[src/hdl/sfwc_pkg.sv]
// Shared constants, register map and carrier types of the FIFO watermark block.
`default_nettype none

package sfwc_pkg;

	localparam int DATA_W   = 16;
	localparam int DEPTH    = 16;
	localparam int CNT_W    = 5;
	localparam int WM_W     = 4;
	localparam int APB_DW   = 32;
	localparam int IRQ_N    = 4;

	localparam logic [7:0] OFF_FIFO_CONTROL    = 8'h00;
	localparam logic [7:0] OFF_FIFO_FILL_COUNT = 8'h04;
	localparam logic [7:0] OFF_INT_STATUS      = 8'h08;
	localparam logic [7:0] OFF_INT_MASK        = 8'h0C;
	localparam logic [7:0] OFF_TX_FIFO_DATA    = 8'h10;
	localparam logic [7:0] OFF_RX_FIFO_DATA    = 8'h14;

	localparam int POS_RX_COUNT = 8;
	localparam int POS_TX_COUNT = 0;

	localparam logic [15:0] RST_FIFO_CONTROL = 16'h0000;
	localparam logic [3:0]  RST_INT_MASK     = 4'h0;
	localparam logic [3:0]  CTRL_WR_HI_MASK  = 4'hF;

	localparam int IRQ_RX_FULL     = 0;
	localparam int IRQ_TX_EMPTY    = 1;
	localparam int IRQ_RX_OVERRUN  = 2;
	localparam int IRQ_TX_UNDERRUN = 3;

	typedef struct packed {
		logic [3:0] reserved;
		logic       trmd;
		logic       lm;
		logic       rx_fifo_reset;
		logic       tx_fifo_reset;
		logic [3:0] rx_watermark;
		logic [3:0] tx_watermark;
	} sfwc_ctrl_t;

	typedef struct packed {
		logic [2:0] rsvd_hi;
		logic [4:0] rx_count;
		logic [2:0] rsvd_lo;
		logic [4:0] tx_count;
	} sfwc_count_t;

	typedef enum logic [0:0] {
		APB_IDLE = 1'b0,
		APB_DONE = 1'b1
	} sfwc_apb_state_t;

endpackage : sfwc_pkg

`default_nettype wire

[src/hdl/sfwc_fifo.sv]
// Flip-flop FIFO with fill count and flush, used for both directions.
`default_nettype none

module sfwc_fifo #(
	parameter int WIDTH = 16,
	parameter int DEPTH = 16,
	parameter int CW    = 5
) (
	input  wire logic             mclk,
	input  wire logic             rst,
	input  wire logic             ce,
	input  wire logic             flush,
	input  wire logic             push,
	input  wire logic [WIDTH-1:0] push_data,
	input  wire logic             pop,
	output logic      [WIDTH-1:0] pop_data,
	output logic      [CW-1:0]    count,
	output logic                  full,
	output logic                  empty
);

	localparam int PW = $clog2(DEPTH);
	localparam logic [CW-1:0] CNT_FULL = CW'(DEPTH);

	logic [WIDTH-1:0] mem [DEPTH];
	logic [PW-1:0]    wr_ptr;
	logic [PW-1:0]    rd_ptr;
	logic             push_ok;
	logic             pop_ok;

	assign full     = (count == CNT_FULL);
	assign empty    = (count == '0);
	assign push_ok  = push && !full && !flush;
	assign pop_ok   = pop && !empty && !flush;
	assign pop_data = mem[rd_ptr];

	always_ff @(posedge mclk)
	begin
		if (ce && push_ok)
			mem[wr_ptr] <= push_data;
	end

	always_ff @(posedge mclk)
	begin
		if (rst || (ce && flush))
		begin
			wr_ptr <= '0;
			rd_ptr <= '0;
			count  <= '0;
		end
		else if (ce)
		begin
			if (push_ok)
				wr_ptr <= PW'(wr_ptr + 1'b1);
			if (pop_ok)
				rd_ptr <= PW'(rd_ptr + 1'b1);
			if (push_ok && !pop_ok)
				count <= CW'(count + 1'b1);
			else if (pop_ok && !push_ok)
				count <= CW'(count - 1'b1);
		end
	end

endmodule : sfwc_fifo

`default_nettype wire

[src/hdl/sfwc_irq.sv]
// Sticky interrupt status with write-one-to-clear, mask and one level output.
`default_nettype none

module sfwc_irq #(
	parameter int N = 4
) (
	input  wire logic         mclk,
	input  wire logic         rst,
	input  wire logic         ce,
	input  wire logic [N-1:0] set_ev,
	input  wire logic         clr_we,
	input  wire logic [N-1:0] clr_bits,
	input  wire logic         mask_we,
	input  wire logic [N-1:0] mask_bits,
	output logic      [N-1:0] status,
	output logic      [N-1:0] mask,
	output logic              irq
);

	assign irq = |(status & mask);

	always_ff @(posedge mclk)
	begin
		if (rst)
			status <= '0;
		else if (ce)
			status <= (status & ~(clr_we ? clr_bits : '0)) | set_ev;
	end

	always_ff @(posedge mclk)
	begin
		if (rst)
			mask <= N'(sfwc_pkg::RST_INT_MASK);
		else if (ce && mask_we)
			mask <= mask_bits;
	end

endmodule : sfwc_irq

`default_nettype wire

[src/hdl/sfwc_top.sv]
// FIFO reset, watermark flags and fill count of a synchronous serial port.
// Notes on behaviour
// [RQ1] Transmit reset flushes FIFO, clears its flags; here only the underrun flag clears, the empty flag is held high.
// [RQ2] FIFO reset holds while its bit stays one.
// [RQ3] Receive full when count reaches threshold.
// [RQ4] Receive threshold is field plus one.
// [RQ5] Transmit empty when count at most threshold.
// [RQ6] Transmit threshold equals field value.
// [RQ7] Count register: receive high, transmit low.
// [RQ8] Count clears on reset or FIFO reset.
// [RQ9] Receive count spans zero to sixteen.
// [RQ10] Receive count drops on each FIFO read.
// [RQ11] Transmit count shows entries still unsent.
// [RQ12] Transmit count drops per entry shifted.
// [RQ13] Disable port before changing mode fields.
// [RQ14] Receive reset flushes FIFO, clears its flags.
// [RQ15] Watermark flags follow counts every cycle.
//
// Chosen here: the placing of the registers and the APB register port.
`default_nettype none

module sfwc_top #(
	parameter int ADDR_W = 8,
	parameter int DATA_W = sfwc_pkg::DATA_W,
	parameter int DEPTH  = sfwc_pkg::DEPTH
) (
	input  wire logic                          mclk,
	input  wire logic                          rst,
	input  wire logic                          ce,
	input  wire logic [ADDR_W-1:0]             paddr,
	input  wire logic                          psel,
	input  wire logic                          penable,
	input  wire logic                          pwrite,
	input  wire logic [sfwc_pkg::APB_DW-1:0]   pwdata,
	input  wire logic [3:0]                    pstrb,
	output logic      [sfwc_pkg::APB_DW-1:0]   prdata,
	output logic                               pready,
	output logic                               pslverr,
	input  wire logic                          rx_push,
	input  wire logic [DATA_W-1:0]             rx_push_data,
	input  wire logic                          tx_pop,
	output logic      [DATA_W-1:0]             tx_pop_data,
	output logic                               tx_pop_valid,
	input  wire logic                          rx_overrun_clr,
	input  wire logic                          tx_underrun_clr,
	output logic                               rx_full_flag,
	output logic                               tx_empty_flag,
	output logic                               rx_overrun_flag,
	output logic                               tx_underrun_flag,
	output logic                               trmd,
	output logic                               lm,
	output logic                               irq
);

	localparam int CW = sfwc_pkg::CNT_W;
	localparam int WW = sfwc_pkg::WM_W;
	localparam int QN = sfwc_pkg::IRQ_N;

	sfwc_pkg::sfwc_ctrl_t      fifo_control;
	sfwc_pkg::sfwc_count_t     fifo_fill_count;
	sfwc_pkg::sfwc_apb_state_t apb_state;
	sfwc_pkg::sfwc_apb_state_t next_apb_state;

	logic [CW-1:0]     rx_count;
	logic [CW-1:0]     tx_count;
	logic              rx_full;
	logic              rx_empty;
	logic              tx_full;
	logic              tx_empty;
	logic [DATA_W-1:0] rx_head;
	logic              rx_pop;
	logic              tx_push;
	logic [CW-1:0]     rx_threshold;
	logic [CW-1:0]     tx_threshold;
	logic              rx_full_prev;
	logic              tx_empty_prev;
	logic [QN-1:0]     irq_set;
	logic [QN-1:0]     int_status;
	logic [QN-1:0]     int_mask;
	logic              apb_access;
	logic              apb_commit;
	logic              wr_commit;
	logic              rd_commit;
	logic              addr_mapped;
	logic [sfwc_pkg::APB_DW-1:0] read_value;

	// One decoder serves the write strobes, the read mux and the error answer.
	function automatic logic reg_hit(
		input logic [ADDR_W-1:0] addr,
		input logic [7:0]        offset
	);
		reg_hit = (addr == ADDR_W'(offset));
	endfunction : reg_hit

	// APB slave: one wait state, so read data and pready both come from flops.
	assign apb_access = psel && penable;
	assign apb_commit = apb_access && (apb_state == sfwc_pkg::APB_DONE);
	assign wr_commit  = apb_commit && pwrite && !pslverr;
	assign rd_commit  = apb_commit && !pwrite && !pslverr;
	assign pready     = (apb_state == sfwc_pkg::APB_DONE);

	assign addr_mapped = reg_hit(paddr, sfwc_pkg::OFF_FIFO_CONTROL)
		|| reg_hit(paddr, sfwc_pkg::OFF_FIFO_FILL_COUNT)
		|| reg_hit(paddr, sfwc_pkg::OFF_INT_STATUS)
		|| reg_hit(paddr, sfwc_pkg::OFF_INT_MASK)
		|| reg_hit(paddr, sfwc_pkg::OFF_TX_FIFO_DATA)
		|| reg_hit(paddr, sfwc_pkg::OFF_RX_FIFO_DATA);

	always_comb
	begin
		next_apb_state = apb_state;
		case (apb_state)
			sfwc_pkg::APB_IDLE:
				if (apb_access)
					next_apb_state = sfwc_pkg::APB_DONE;
			sfwc_pkg::APB_DONE:
				next_apb_state = sfwc_pkg::APB_IDLE;
			default:
				next_apb_state = sfwc_pkg::APB_IDLE;
		endcase
	end

	always_ff @(posedge mclk)
	begin
		if (rst)
			apb_state <= sfwc_pkg::APB_IDLE;
		else if (ce)
			apb_state <= next_apb_state;
	end

	always_comb
	begin
		read_value = '0;
		if (reg_hit(paddr, sfwc_pkg::OFF_FIFO_CONTROL))
			read_value = {16'h0000, fifo_control};
		else if (reg_hit(paddr, sfwc_pkg::OFF_FIFO_FILL_COUNT))
			read_value = {16'h0000, fifo_fill_count};
		else if (reg_hit(paddr, sfwc_pkg::OFF_INT_STATUS))
			read_value = {28'h0000000, int_status};
		else if (reg_hit(paddr, sfwc_pkg::OFF_INT_MASK))
			read_value = {28'h0000000, int_mask};
		else if (reg_hit(paddr, sfwc_pkg::OFF_RX_FIFO_DATA) && !rx_empty)
			read_value = {{(sfwc_pkg::APB_DW - DATA_W){1'b0}}, rx_head};
	end

	// Read data is caught in the first access cycle and held for the answer.
	// The error answer stands only in the cycle that carries pready.
	always_ff @(posedge mclk)
	begin
		if (rst)
		begin
			prdata  <= '0;
			pslverr <= 1'b0;
		end
		else if (ce && apb_access && apb_state == sfwc_pkg::APB_IDLE)
		begin
			prdata  <= pwrite ? '0 : read_value;
			pslverr <= !addr_mapped;
		end
		else if (ce && apb_state == sfwc_pkg::APB_DONE)
			pslverr <= 1'b0;
	end

	// Reserved bits 15..12 are never stored, so they always read as zero.
	always_ff @(posedge mclk)
	begin
		if (rst)
			fifo_control <= sfwc_pkg::RST_FIFO_CONTROL;
		else if (ce && wr_commit
			&& reg_hit(paddr, sfwc_pkg::OFF_FIFO_CONTROL))
		begin
			if (pstrb[0])
			begin
				fifo_control.rx_watermark <= pwdata[7:4];
				fifo_control.tx_watermark <= pwdata[3:0];
			end
			if (pstrb[1])
			begin
				fifo_control.trmd          <= pwdata[11];
				fifo_control.lm            <= pwdata[10];
				fifo_control.rx_fifo_reset <= pwdata[9]; // [RQ2]
				fifo_control.tx_fifo_reset <= pwdata[8]; // [RQ2]
			end
		end
	end

	assign trmd = fifo_control.trmd;
	assign lm   = fifo_control.lm;

	// Mode and watermark fields are taken as written; the port must be idle
	// while they change, or a flag may glitch for one cycle. [RQ13]

	assign rx_pop  = rd_commit && reg_hit(paddr, sfwc_pkg::OFF_RX_FIFO_DATA); // [RQ10]
	assign tx_push = wr_commit && reg_hit(paddr, sfwc_pkg::OFF_TX_FIFO_DATA)
		&& (pstrb[1:0] != 2'b00);

	// Flush is held for as long as the reset bit stays set. [RQ14] [RQ2]
	sfwc_fifo #(
		.WIDTH (DATA_W),
		.DEPTH (DEPTH),
		.CW    (CW)
	) u_rx_fifo (
		.mclk      (mclk),
		.rst       (rst),
		.ce        (ce),
		.flush     (fifo_control.rx_fifo_reset),
		.push      (rx_push),
		.push_data (rx_push_data),
		.pop       (rx_pop),
		.pop_data  (rx_head),
		.count     (rx_count),
		.full      (rx_full),
		.empty     (rx_empty)
	);

	// Flush is held for as long as the reset bit stays set. [RQ1] [RQ2]
	sfwc_fifo #(
		.WIDTH (DATA_W),
		.DEPTH (DEPTH),
		.CW    (CW)
	) u_tx_fifo (
		.mclk      (mclk),
		.rst       (rst),
		.ce        (ce),
		.flush     (fifo_control.tx_fifo_reset),
		.push      (tx_push),
		.push_data (pwdata[DATA_W-1:0]),
		.pop       (tx_pop),
		.pop_data  (tx_pop_data),
		.count     (tx_count),
		.full      (tx_full),
		.empty     (tx_empty)
	);

	assign tx_pop_valid = !tx_empty; // [RQ12]

	// Counts go straight out; each half is zero while its FIFO is flushed.
	always_comb
	begin
		fifo_fill_count          = '0; // [RQ7]
		fifo_fill_count.rx_count = rx_count; // [RQ9] [RQ8]
		fifo_fill_count.tx_count = tx_count; // [RQ11] [RQ8]
	end

	assign rx_threshold = CW'(fifo_control.rx_watermark) + CW'(1); // [RQ4]
	assign tx_threshold = CW'(fifo_control.tx_watermark); // [RQ6]

	// Compared combinationally so a push, pop or watermark change shows at once.
	assign rx_full_flag  = (rx_count >= rx_threshold); // [RQ3] [RQ15]
	assign tx_empty_flag = (tx_count <= tx_threshold); // [RQ5] [RQ15]

	// Error flags: set wins over the status clear, but a held FIFO reset
	// keeps them cleared.
	always_ff @(posedge mclk)
	begin
		if (rst || (ce && fifo_control.rx_fifo_reset))
			rx_overrun_flag <= 1'b0; // [RQ14]
		else if (ce && rx_push && rx_full)
			rx_overrun_flag <= 1'b1;
		else if (ce && rx_overrun_clr)
			rx_overrun_flag <= 1'b0;
	end

	always_ff @(posedge mclk)
	begin
		if (rst || (ce && fifo_control.tx_fifo_reset))
			tx_underrun_flag <= 1'b0; // [RQ1]
		else if (ce && tx_pop && tx_empty)
			tx_underrun_flag <= 1'b1;
		else if (ce && tx_underrun_clr)
			tx_underrun_flag <= 1'b0;
	end

	always_ff @(posedge mclk)
	begin
		// The empty flag idles high after reset, so its edge detector starts
		// high too; otherwise a false rise would be latched at once.
		if (rst)
		begin
			rx_full_prev  <= 1'b0;
			tx_empty_prev <= 1'b1;
		end
		else if (ce)
		begin
			rx_full_prev  <= rx_full_flag;
			tx_empty_prev <= tx_empty_flag;
		end
	end

	always_comb
	begin
		irq_set = '0;
		irq_set[sfwc_pkg::IRQ_RX_FULL]     = rx_full_flag && !rx_full_prev;
		irq_set[sfwc_pkg::IRQ_TX_EMPTY]    = tx_empty_flag && !tx_empty_prev;
		irq_set[sfwc_pkg::IRQ_RX_OVERRUN]  = rx_push && rx_full
			&& !fifo_control.rx_fifo_reset;
		irq_set[sfwc_pkg::IRQ_TX_UNDERRUN] = tx_pop && tx_empty
			&& !fifo_control.tx_fifo_reset;
	end

	sfwc_irq #(
		.N (QN)
	) u_irq (
		.mclk      (mclk),
		.rst       (rst),
		.ce        (ce),
		.set_ev    (irq_set),
		.clr_we    (wr_commit && pstrb[0]
			&& reg_hit(paddr, sfwc_pkg::OFF_INT_STATUS)),
		.clr_bits  (pwdata[QN-1:0]),
		.mask_we   (wr_commit && pstrb[0]
			&& reg_hit(paddr, sfwc_pkg::OFF_INT_MASK)),
		.mask_bits (pwdata[QN-1:0]),
		.status    (int_status),
		.mask      (int_mask),
		.irq       (irq)
	);

	// A full transmit FIFO simply drops a further write; software is
	// expected to watch the count or the empty flag first.
	logic unused_tx_full;
	assign unused_tx_full = tx_full;

endmodule : sfwc_top

`default_nettype wire

[config.mk]
export PLATFORM = sky130hd
export DESIGN_NAME = sfwc_top
export DESIGN_NICKNAME = d
export VERILOG_FILES = /design/src/hdl/sfwc_pkg.sv /design/src/hdl/sfwc_fifo.sv /design/src/hdl/sfwc_irq.sv /design/src/hdl/sfwc_top.sv
export SDC_FILE = /design/constraint.sdc
export NUM_CORES = 1
export LEC_CHECK = 0
export BUFFER_PORTS_ARGS = -buffer_cell sky130_fd_sc_hd__buf_2
export CAP_MARGIN = 20
export CORE_MARGIN = 3
export CORE_UTILIZATION = 61
export DETAILED_ROUTE_END_ITERATION = 6
export PLACE_DENSITY = 0.86
export RECOVER_POWER = 100
export SETUP_SLACK_MARGIN = 0.02
export SYNTH_ARGS = -nofsm -noshare
export SYNTH_HDL_FRONTEND = slang
export SYNTH_HIERARCHICAL = 1
export SYNTH_SLANG_ARGS = --single-unit
[constraint.sdc]
create_clock -name mclk -period 5.1 [get_ports mclk]
set_clock_uncertainty 0.05 [all_clocks]
set_input_delay 1.02 -clock mclk [delete_from_list [all_inputs] [get_ports mclk]]
set_output_delay 1.02 -clock mclk [all_outputs]
set_load 0.03 [all_outputs]
Yosys cells after proc, flatten, opt, wreduce, memory -nomap -nowiden
Memory sizes are Yosys's and may differ from the RTL's. A register that Yosys moved wholly into a read port is not among the register bits.
Index checks and enable logic that the tools add are counted.
{ "classes": {"add_sub_neg": 9, "n_lt_le_gt_ge": 2, "n_eq_ne": 7, "muxes": 27, "n_bitwise": 5, "reduce_logical": 87} }
{ "ops": {"columns": ["op", "count"], "rows": [
  ["$mux W16", 5],
  ["$logic_and A1 B1 Y1", 47],
  ["$mux W32", 1],
  ["$mux W4", 5],
  ["$mux W5", 4],
  ["$add A4 B1 Y4 const B", 4],
  ["$eq A8 B4 Y1 const B", 2],
  ["$eq A8 B5 Y1 const B", 2],
  ["$reduce_and A2 Y1", 8],
  ["$logic_not A1 Y1", 15],
  ["$reduce_bool A2 Y1", 6],
  ["$mux W1", 11],
  ["$add A5 B1 Y5 const B", 2],
  ["$eq A5 B5 Y1 const B", 2],
  ["$logic_not A5 Y1", 2],
  ["$sub A5 B1 Y5 const B", 2],
  ["$and A4 B4 Y4", 2],
  ["$eq A8 B3 Y1 const B", 1],
  ["$logic_not A8 Y1", 1],
  ["$logic_or A1 B1 Y1", 7],
  ["$add A4 B1 Y5 const B", 1],
  ["$ge A5 B5 Y1", 1],
  ["$le A5 B4 Y1", 1],
  ["$not A4 Y4", 1],
  ["4 further kinds", 4]
]} }
{ "word_totals": {"ff_bits": 84, "ram_bits": 512, "in_bits": 70, "output_inout_bits": 58, "elab_cells": 160, "mem_count": 2} }
{ "memory_table": {"columns": ["memory", "words", "width", "read_ports", "rd_ports_with_merged_regs", "wr", "line", "source"], "rows": [
  ["u_rx_fifo.mem", 16, 16, 1, 1, 1, "sfwc_fifo.sv:25", "logic [WIDTH-1:0] mem [DEPTH];"],
  ["u_tx_fifo.mem", 16, 16, 1, 1, 1, "sfwc_fifo.sv:25", null]
]} }

Longest topological paths before layout
Gate-level depths: netlist of the first run.
{ "depth": {"depth_word": 12, "ltp_mapped": 13, "ltp_nobuf": 12} }

By module
The synthesis of the first run kept the hierarchy.
{ "by_module_without_submodules": {"columns": ["mod", "instances", "cells_per_inst", "area_per_inst_um2", "seq_area_each_um2"], "rows": [
  ["sfwc_fifo at u_rx_fifo", 1, 521, 10649.0, 8027.7],
  ["sfwc_fifo at u_tx_fifo", 1, 521, 10647.7, 8027.7],
  ["sfwc_top", 1, 267, 2158.3, 680.7],
  ["sfwc_irq", 1, 38, 385.4, 160.2]
]} }

Least setup slack after synthesis of the first run
OpenSTA, ideal clock, no wires.
{ "synth_timing": {"path_type": "input to register", "startpoint": "input paddr[7]", "endpoint": "memory u_tx_fifo.mem[0][0], enable pin", "setup_ns": 0.436, "arrival_time_ns": 4.255, "t_required_ns": 4.614, "path_slack_ns": 0.359, "stages": 6, "path_buffers": 0, "cell_sequence": "or4_4 > nor4bb_1 > and3_1 > nand2b_1 > a211o_2 > nor4b_1"} }
{ "synth_between": {"elab_chain_cells": 8} }
{ "synth_rtl": {"columns": ["element", "line", "source"], "rows": [
  ["start, declared", "sfwc_top.sv:30", "input wire logic [ADDR_W-1:0] paddr,"],
  ["$eq A8 B5 Y1", "sfwc_top.sv:92", "reg_hit = (addr == ADDR_W'(offset));"],
  ["$logic_and A1 B1 Y1", "sfwc_top.sv:194", "assign tx_push = wr_commit && reg_hit(paddr, sfwc_pkg::OFF_TX_FIFO_DATA)"],
  ["$logic_and A1 B1 Y1", "sfwc_top.sv:195", "&& (pstrb[1:0] != 2'b00);"],
  ["named net tx_push", "sfwc_top.sv:72", "logic tx_push;"],
  ["$logic_and A1 B1 Y1 (2 in series)", "sfwc_fifo.sv:33", "assign push_ok = push && !full && !flush;"],
  ["$logic_and A1 B1 Y1", "sfwc_fifo.sv:39", "if (ce && push_ok)"],
  ["$mux W1", "sfwc_fifo.sv:39", null],
  ["$mux W1 (not written as such)", "sfwc_fifo.sv:40", "mem[wr_ptr] <= push_data;"],
  ["end, declared", "sfwc_fifo.sv:25", null]
]} }
The timed path passes the listed nets, and every way through them passes these cells.

Final worst setup path of the first run
{ "layout_timing": {"startpoint": "input ce", "endpoint": "memory u_rx_fifo.mem[8][3], enable pin"} }
{ "layout_between": {"elab_chain_cells": 3} }
{ "layout_rtl": {"columns": ["element", "line", "source"], "rows": [
  ["start, declared", "sfwc_top.sv:29", "input wire logic ce,"],
  ["$logic_and A1 B1 Y1", "sfwc_fifo.sv:39", null],
  ["$mux W1", "sfwc_fifo.sv:39", null],
  ["$mux W1 (not written as such)", "sfwc_fifo.sv:40", null],
  ["end, declared", "sfwc_fifo.sv:25", null]
]} }
No other way between the ends.

==> results of run 1 <==
state kept, by name (all words and copies together) (netlist names), 4 cells and up, named ones only:
name / flops
fifo_control: 10
prdata: 16
u_irq/mask: 4
u_irq/status: 4
u_rx_fifo/count: 5
u_rx_fifo/mem: 256
u_rx_fifo/rd_ptr: 4
u_rx_fifo/wr_ptr: 4
u_tx_fifo/count: 5
u_tx_fifo/mem: 256
u_tx_fifo/rd_ptr: 4
u_tx_fifo/wr_ptr: 4
power by group through the flow:
stage	combinational, W	clock, W	sequential [W]
2_1_floorplan	0.000413	0	0.00539
3_3_place_gp	0.000518	0	0.00542
3_5_place_dp	0.000545	0	0.00543
4_1_cts	0.000553	0.00428	0.00532
5_1_grt	0.000585	0.00447	0.00533
6_report	0.000539	0.00425	0.00532
per-stage QoR:
step | worst slack, ps | util [%] | total power [W] | cells
final | 566.2 | 69.52 | 0.01011 | 2020
after global placement | 870.5 | 65.39 | 0.005942 | 1918
after global routing | 429.6 | 69.52 | 0.01039 | 2020
after CTS | 875.5 | 70.33 | 0.01016 | 2018
after detailed placement | 822.6 | 65.43 | 0.005971 | 1919
after floorplan | 359.0 | - | 0.005802 | 1361
worst min-delay path by stage:
stage	from	endpoint	slack [ps]	cells past startpoint
after global placement	prdata[12]	prdata[12]	400	2
after CTS	prdata[12]	prdata[12]	410	2
after detailed placement	prdata[12]	prdata[12]	400	2
after floorplan	tx_empty_prev	tx_empty_prev	390	2
final	prdata[12]	prdata[12]	420	2
after global routing	prdata[0]	prdata[0]	450	2
placed cells by master, fill, tap and decap left out, types with 12 or more instances in the layout:
| cell type | n |
|---|---|
| edfxtp_1 | 512 |
| mux4_2 | 128 |
| clkbuf_1 | 101 |
| a22oi_1 | 81 |
| dfxtp_1 | 72 |
| nand2_1 | 71 |
| clkbuf_16 | 55 |
| nor2_1 | 49 |
| a21oi_1 | 45 |
| ha_1 | 28 |
| nand3_1 | 24 |
| inv_1 | 22 |
| buf_2 | 21 |
| buf_4 | 20 |
| o31ai_1 | 19 |
| nand4_1 | 18 |
| o21ai_0 | 16 |
| conb_1 | 16 |
| nor3_1 | 13 |
| clkinv_1 | 12 |
layout make-up:
cell class	instances	area [um2]	share of cell area (%)
flip-flops and latches	588	16900	63.80
repair buffers	141	631.9	2.385
well taps	511	639.4	2.413
inverters	24	90.09	0.3400
clock buffers	57	1384	5.223
multi-input cells	656	6360	24.01
clock inverters	42	481.7	1.818
diodes	1	2.502	0.009446
routing by layer:
layer	vias to the layer above	track usage, %	wire length, um
met2	917	49.06	29790
met4	0	11.53	2718
met5	-	0	0
met3	211	5.315	5247
met1	6758	35.06	19780
li1	5639	-	-
worst max-delay path: stages:
cell and delay [ps]:
clkbuf_1 570, clkbuf_1 1090, inv_1 100, a211o_1 480
nor2_1 230, clkbuf_1 1150
==> run_results.csv, run 1 <==
group,metric,value,unit
status,status,"complete, but fails checks",
status,failed_checks,"capacitance limit, slew limit",
clock_tree,clk-insertion-delay-late,620,ps
critical_path,r2r-end,"u_tx_fifo/mem[2][13]",
critical_path,ff2ff_path_depth,7,
synth,netlist_instances,1346,
timing,grt_setup_unrepaired,"false",
finish,syn_to_final_growth,11.14,%
die,fp-row-count,71,
placement,gp_congestion,0.8604,
die,initial_core_util,62.55,%
timing,hold_viol_final,0,
critical_path,cp_data_arrival_time,4670,ps
clock_tree,cts_max_level,2,
run,cap_violations,4,
clock_tree,clock-sinks,588,
synth,postSynthAreaPerCell,17.71,um2
clock_tree,clk_path_buf_depth,3,
timing,fin_crit,4534,ps
pwr,netSwitchingFraction,21.88,%
critical_path,crit_path_end,"u_rx_fifo/mem[8][3]",
critical_path,r2r-start,"pready",
timing,clock.fmax,220.6,MHz
global_routing,grt_max_degree,65,
clock_tree,cts_hold_buf,0,
finish,n_fill_cell,2333,
global_routing,grt_usage,28.13,%
critical_path,end_kind,"flop",
critical_path,r2r_slack,1290,ps
clock_tree,root_buffer,"clkbuf_16",
pwr,p_seq_share,52.7,%
synth,syn_area,0.02384,mm2
timing,max_slew_margin,-36.73,%
timing,tightest_slew,2051,ps
finish,finalInstanceArea,0.02649,mm2
timing,fin_tns_setup,0,ps
critical_path,start_kind,"input port",
critical_path,cp-startpoint,"ce",
pwr,intPower,0.007897,W
synth,yosys_warnings,6,
global_routing,gr-total-overflow,0,
clock_tree,cts_tree,"built",
pwr,p_switching,0.002212,W
drt,vias,13530,
clock_tree,cts_buffers,54,
drt,first_pass_iters,6,
pwr,p_leak,8.269,nW
clock_tree,cts_setup_buffers,0,
die,die_h,203.7,um
drt,wire_per_inst,28.48,um
pwr,pwr-share-clk,42.0,%
placement,placed_area,0.02494,mm2
timing,drv_slew,115,
global_routing,antenna_found_initial,1,
global_routing,grt_pass1_wl,86180,um
drt,routed_wl,57540,um
timing,finalSetupViolCount,0,
die,design.core.area,0.03811,mm2
die,die_area,0.04148,mm2
pwr,pwr-share-comb,5.3,%
timing,period_share,88.90,%
finish,nNetsFinal,1565,
timing,hold_slack,416.4,ps
placement,dp_hpwl,32840,um
critical_path,critical_path_class,"input port to flop",
placement,numPortBuffers,93,
drt,post-route-drc-count,0,
pwr,p_per_area,381.6,mW/mm2
clock_tree,post_cts_resized,0,
critical_path,cp.required,5240,ps
drt,drtIter0Drc,1393,
die,chipWidth,203.7,um
min_path,hold_path.class,"flop to flop",
finish,drive_gt1_share,18.90,%
drt,ant_nets,0,
global_routing,grt_pass1_vias,13680,
die,ios,128,
drt,avgViaCountPerCell,6.696,
critical_path,cp_max_fo,32,
clock_tree,path_clk_slew,70,ps
pwr,vdd_drop_max,398.5,uV
Note: power is estimated with default switching activity, not from simulation.
==> inputs of run 2 (changes only) <==
Settings changed: CAP_MARGIN 20 to unset, CORE_ASPECT_RATIO set to 2, RECOVER_POWER 100 to 50.
==> run 2 against run 1 <==
The run ends with capacitance limit left. Clock power decreased by 9.9%. Cell count decreased by 0.30%. Sequential share of layout area decreased by 0.13 points. First-iteration DRC count decreased by 8.8%. Hold slack got worse by 4.9 ps. Via count decreased by 0.84%. Global-route usage increased by 0.099 points. Total power decreased by 3.8%. Wire length increased by 1.0%. Design area increased by 0.21%. Register-to-register slack improved by 240 ps. Sequential cell count unchanged. Largest cell class unchanged.
==> run_results.csv, run 2 (synthesis gave the netlist of run 1 again) <==
group,metric,value,unit
finish,layout_commonest_cell,"edfxtp_1",
critical_path,cp_max_fo,6,
clock_tree,cts_setup_buffers,0,
finish,nNetsFinal,1557,
drt,post-route-drc-count,0,
pwr,p_leak,8.372,nW
global_routing,grt_max_degree,65,
clock_tree,cts_max_level,2,
critical_path,critical_path_class,"input port to flop",
critical_path,cp_data_arrival_time,4390,ps
finish,reg_top3,"u_rx_fifo/mem x256, u_tx_fifo/mem x256, prdata x16",
placement,dp_hpwl,37260,um
status,failed_checks,"capacitance limit",
global_routing,use_met1,31.50,%
placement,placed_area,0.02500,mm2
timing,fin_tns_setup,0,ps
timing,finalSetupViolCount,0,
timing,fin_crit,4000,ps
drt,vias,13410,
critical_path,end_kind,"flop",
global_routing,grt-busiest-layer,"met2",
finish,finalInstanceArea,0.02655,mm2
die,initial_core_util,62.25,%
clock_tree,clk_path_buf_depth,3,
drt,routed_wl,58110,um
die,ios,128,
clock_tree,post_cts_resized,0,
clock_tree,clk-insertion-delay-late,570,ps
die,die_area,0.04163,mm2
die,design.core.area,0.03829,mm2
placement,gp_congestion,0.8643,
critical_path,cp.required,5490,ps
status,status,"complete, but fails checks",
global_routing,gr-total-overflow,0,
global_routing,grt_pass1_vias,13690,
die,die_h,285.6,um
drt,avgViaCountPerCell,6.659,
timing,hold_viol_final,0,
clock_tree,cts_buffers,47,
pwr,vdd_drop_max,351.4,uV
placement,numPortBuffers,93,
timing,tightest_slew,1496,ps
drt,ant_nets,0,
global_routing,grt_util_met2,52.29,%
pwr,p_per_area,366.5,mW/mm2
timing,grt_setup_unrepaired,"false",
finish,layout_common_cells,"edfxtp_1 (512), mux4_2 (128), a22oi_1 (81)",
run,cap_violations,1,
timing,period_share,78.44,%
global_routing,antenna_found_initial,5,
finish,syn_to_final_growth,11.38,%
global_routing,grt_usage,28.23,%
die,fp-row-count,101,
global_routing,grt_util_met3,3.994,%
finish,drive_gt1_share,23.16,%
timing,hold_slack,411.5,ps
drt,drtIter0Drc,1270,
min_path,hold_path.class,"flop to flop",
critical_path,start_kind,"input port",
clock_tree,cts_tree,"built",
clock_tree,path_clk_slew,70,ps
drt,wire_per_inst,28.85,um
die,chipWidth,145.8,um
clock_tree,clock-sinks,588,
drt,first_pass_iters,5,
timing,max_slew_margin,0.2820,%
global_routing,grt_pass1_wl,87340,um
clock_tree,root_buffer,"clkbuf_16",
timing,clock.fmax,250.0,MHz
pwr,power,0.009731,W
clock_tree,cts_hold_buf,0,
timing,drv_slew,0,
run 2: cell count changes in the layout (fill, tap and decap cells not counted), sizes merged:
cell      before  now
clkinv        21   17
diode          1    5
clkbuf       157  113
inv           25   24
clkinvlp      11    3
buf           41   86
bufinv         9    7
run 2: final timing paths:
kind	end	startpoint	slack, ps	cells past startpoint
worst min register to register	prdata[2]	prdata[2]	410	2
worst max register to register	u_tx_fifo/count[3]	pready	1530	12
worst min-delay path	prdata[2]	prdata[2]	410	2
worst max-delay path	u_tx_fifo/count[3]	paddr[7]	1100	13
run 2: metal layers:
metal | vias up | wire length (um) | part of all wire [%]
li1 | 5625 | - | -
met1 | 6836 | 18450 | 32
met2 | 766 | 32520 | 56
met3 | 183 | 3914 | 6.7
met4 | 2 | 3221 | 5.5
met5 | - | 9 | 0.015
run 2: per-stage QoR:
stage,util [%],std cells,setup WS [ps]
floorplan,-,1361,359.0
global placement,65.28,1923,758.7
detailed placement,65.28,1923,609.1
CTS,69.59,2009,1093
global route,69.33,2013,934.2
finish,69.34,2014,1100
run 2: power breakdown:
group / switching [W] / leakage [nW] / internal [W]
sequential: 0.0000643 / 5.22 / 0.00525
clock: 0.00164 / 0.805 / 0.00220
combinational: 0.000369 / 2.34 / 0.000212
run 2: area by class of cell:
type | count | area (um2)
well taps | 515 | 644.4
diodes | 5 | 12.51
flip-flops and latches | 588 | 16910
fillers | 2328 | 11740
clock buffers | 59 | 1314
repair buffers | 140 | 778.2
inverters | 24 | 90.09
clock inverters | 27 | 335.3
multi-input cells | 656 | 6469
run 2: critical path, cell delays in order:
cell	delay (ps)
buf_2	100
or4_4	570
nor4bb_1	380
and3_1	230
nand2b_1	120
a21oi_1	450
ha_1	250
inv_1	110
ha_1	300
a21o_2	210
a21oi_1	230
nor4_1	80
a311o_1	340
==> inputs of run 3 (changes only) <==
Clock period 5.1 ns to 3.9 ns, I/O delays scaled along.
==> run 3 against run 2 <==
The flow now finishes without violations. Global-route usage about the same. Critical endpoint unchanged. Design area increased by 1.0%. Clock-buffer cell count decreased by 6. Sequential cell count unchanged. Sequential power increased by 30%. Worst setup slack got worse by 890 ps.
==> run_results.csv, run 3 (synthesis gave the netlist of run 1 again) <==
group,metric,value,unit
status,status,"finished, final reports clean",
clock_tree,root_buffer,"clkbuf_16",
global_routing,grt_pass1_wl,87400,um
die,design.core.area,0.03829,mm2
finish,reg_top3,"u_rx_fifo/mem x256, u_tx_fifo/mem x256, prdata x16",
critical_path,start_kind,"input port",
min_path,hold_path.class,"flop to flop",
global_routing,antenna_found_initial,1,
clock_tree,cts_tree,"built",
placement,numPortBuffers,93,
clock_tree,post_cts_resized,0,
timing,clock.fmax,270.8,MHz
clock_tree,cts_buffers,46,
drt,routed_wl,58200,um
drt,avgViaCountPerCell,6.650,
finish,multi_input_area,0.006464,mm2
clock_tree,path_clk_slew,70,ps
critical_path,critical_path_class,"input port to flop",
timing,tightest_slew,1428,ps
critical_path,cp_max_fo,6,
finish,syn_to_final_growth,12.52,%
timing,drv_slew,0,
die,chipWidth,145.8,um
drt,vias,13550,
global_routing,gr-total-overflow,0,
drt,drtIter0Drc,1559,
die,ios,128,
finish,finalInstanceArea,0.02682,mm2
finish,drive_gt1_share,24.13,%
pwr,p_leak,8.513,nW
finish,layout_common_cells,"edfxtp_1 (512), mux4_2 (128), a22oi_1 (81)",
drt,top_layer,"met4",
pwr,netSwitchingFraction,20.92,%
run,cap_violations,0,
timing,finalWorstSetupSlack,206.7,ps
placement,dp_cells,1953,
clock_tree,cts_max_level,2,
critical_path,cp.required,4300,ps
drt,wire_per_inst,28.56,um
clock_tree,clk-insertion-delay-late,580,ps
pwr,pwr-share-comb,6.2,%
clock_tree,cts_setup_buffers,0,
placement,dp_hpwl,37950,um
critical_path,cp_data_arrival_time,4090,ps
die,fp-row-count,101,
timing,period_share,94.70,%
timing,hold_viol_final,0,
finish,register_area,0.01691,mm2
pwr,p_switching,0.002661,W
drt,post-route-drc-count,0,
pwr,vdd_drop_max,472.0,uV
global_routing,grt_max_degree,43,
drt,ant_nets,0,
finish,stdcell_count,2038,
drt,wl_met1,18280,um
critical_path,end_kind,"flop",
pwr,p_per_area,474.1,mW/mm2
die,initial_core_util,62.25,%
timing,finalSetupViolCount,0,
clock_tree,clock-sinks,588,
timing,fin_crit,3693,ps
pwr,p_seq_share,54.6,%
clock_tree,clk_path_buf_depth,3,
drt,met3_wirelength,4444,um
pwr,intPower,0.01006,W
die,die_h,285.6,um
pwr,pwr-share-clk,39.2,%
finish,nNetsFinal,1586,
drt,wl_met2,32000,um
drt,first_pass_iters,5,
placement,gp_congestion,0.8586,
die,die_area,0.04163,mm2
timing,hold_slack,408.7,ps
global_routing,grt_usage,28.20,%
clock_tree,cts_hold_buf,0,
timing,max_slew_margin,4.801,%
placement,placed_area,0.02530,mm2
pwr,power,0.01272,W
finish,layout_commonest_cell,"edfxtp_1",
global_routing,grt_pass1_vias,14010,
timing,grt_setup_unrepaired,"false",
finish,n_fill_cell,2286,
placement,place_ws,-195.5,ps
## run 3: power by group through the flow
stage,clock network [W],registers (W),logic (W)
after global routing,0.00528,0.00694,0.000853
after detailed placement,0,0.00707,0.000791
after CTS,0.00505,0.00694,0.000802
after floorplan,0,0.00705,0.000541
final,0.00499,0.00694,0.000787
after global placement,0,0.00707,0.000756
## run 3: final cells by class
type                    count  share of cell area [%]
repair buffers            170                   4.063
well taps                 515                   2.402
flip-flops and latches    588                   63.03
diodes                      2                 0.01866
multi-input cells         656                   24.10
clock inverters            30                   1.549
clock buffers              53                   4.502
inverters                  24                  0.3359
## run 3: path summary, 6_finish.rpt
check	to	slack, ps	from	depth (start not counted)
worst max-delay path	u_tx_fifo/count[3]	210	paddr[7]	14
worst max register to register	u_tx_fifo/count[3]	320	pready	13
worst min register to register	prdata[10]	410	prdata[10]	2
worst min-delay path	prdata[10]	410	prdata[10]	2
## run 3: routing by layer
| layer | vias to the layer above | track usage, % |
|---|---|---|
| li1 | 5668 | - |
| met1 | 6822 | 31.69 |
| met2 | 833 | 51.71 |
| met3 | 229 | 4.311 |
| met4 | 0 | 14.55 |
| met5 | - | 0 |
## run 3: worst max-delay path: stages
cell	delay, ps
buf_2	110
or4_4	550
nor4bb_1	480
buf_4	200
and3_1	190
nand2b_1	90
a21oi_1	290
ha_1	210
inv_1	100
ha_1	290
a21o_2	210
a21oi_1	170
nor4_1	70
a311o_1	340
## run 3: per-stage QoR
stage	TNS [ps]	utilization [%]
floorplan	-28850	-
global placement	-348.5	66.08
detailed placement	-482.6	66.08
CTS	0	70.32
global route	0	70.04
finish	0	70.05
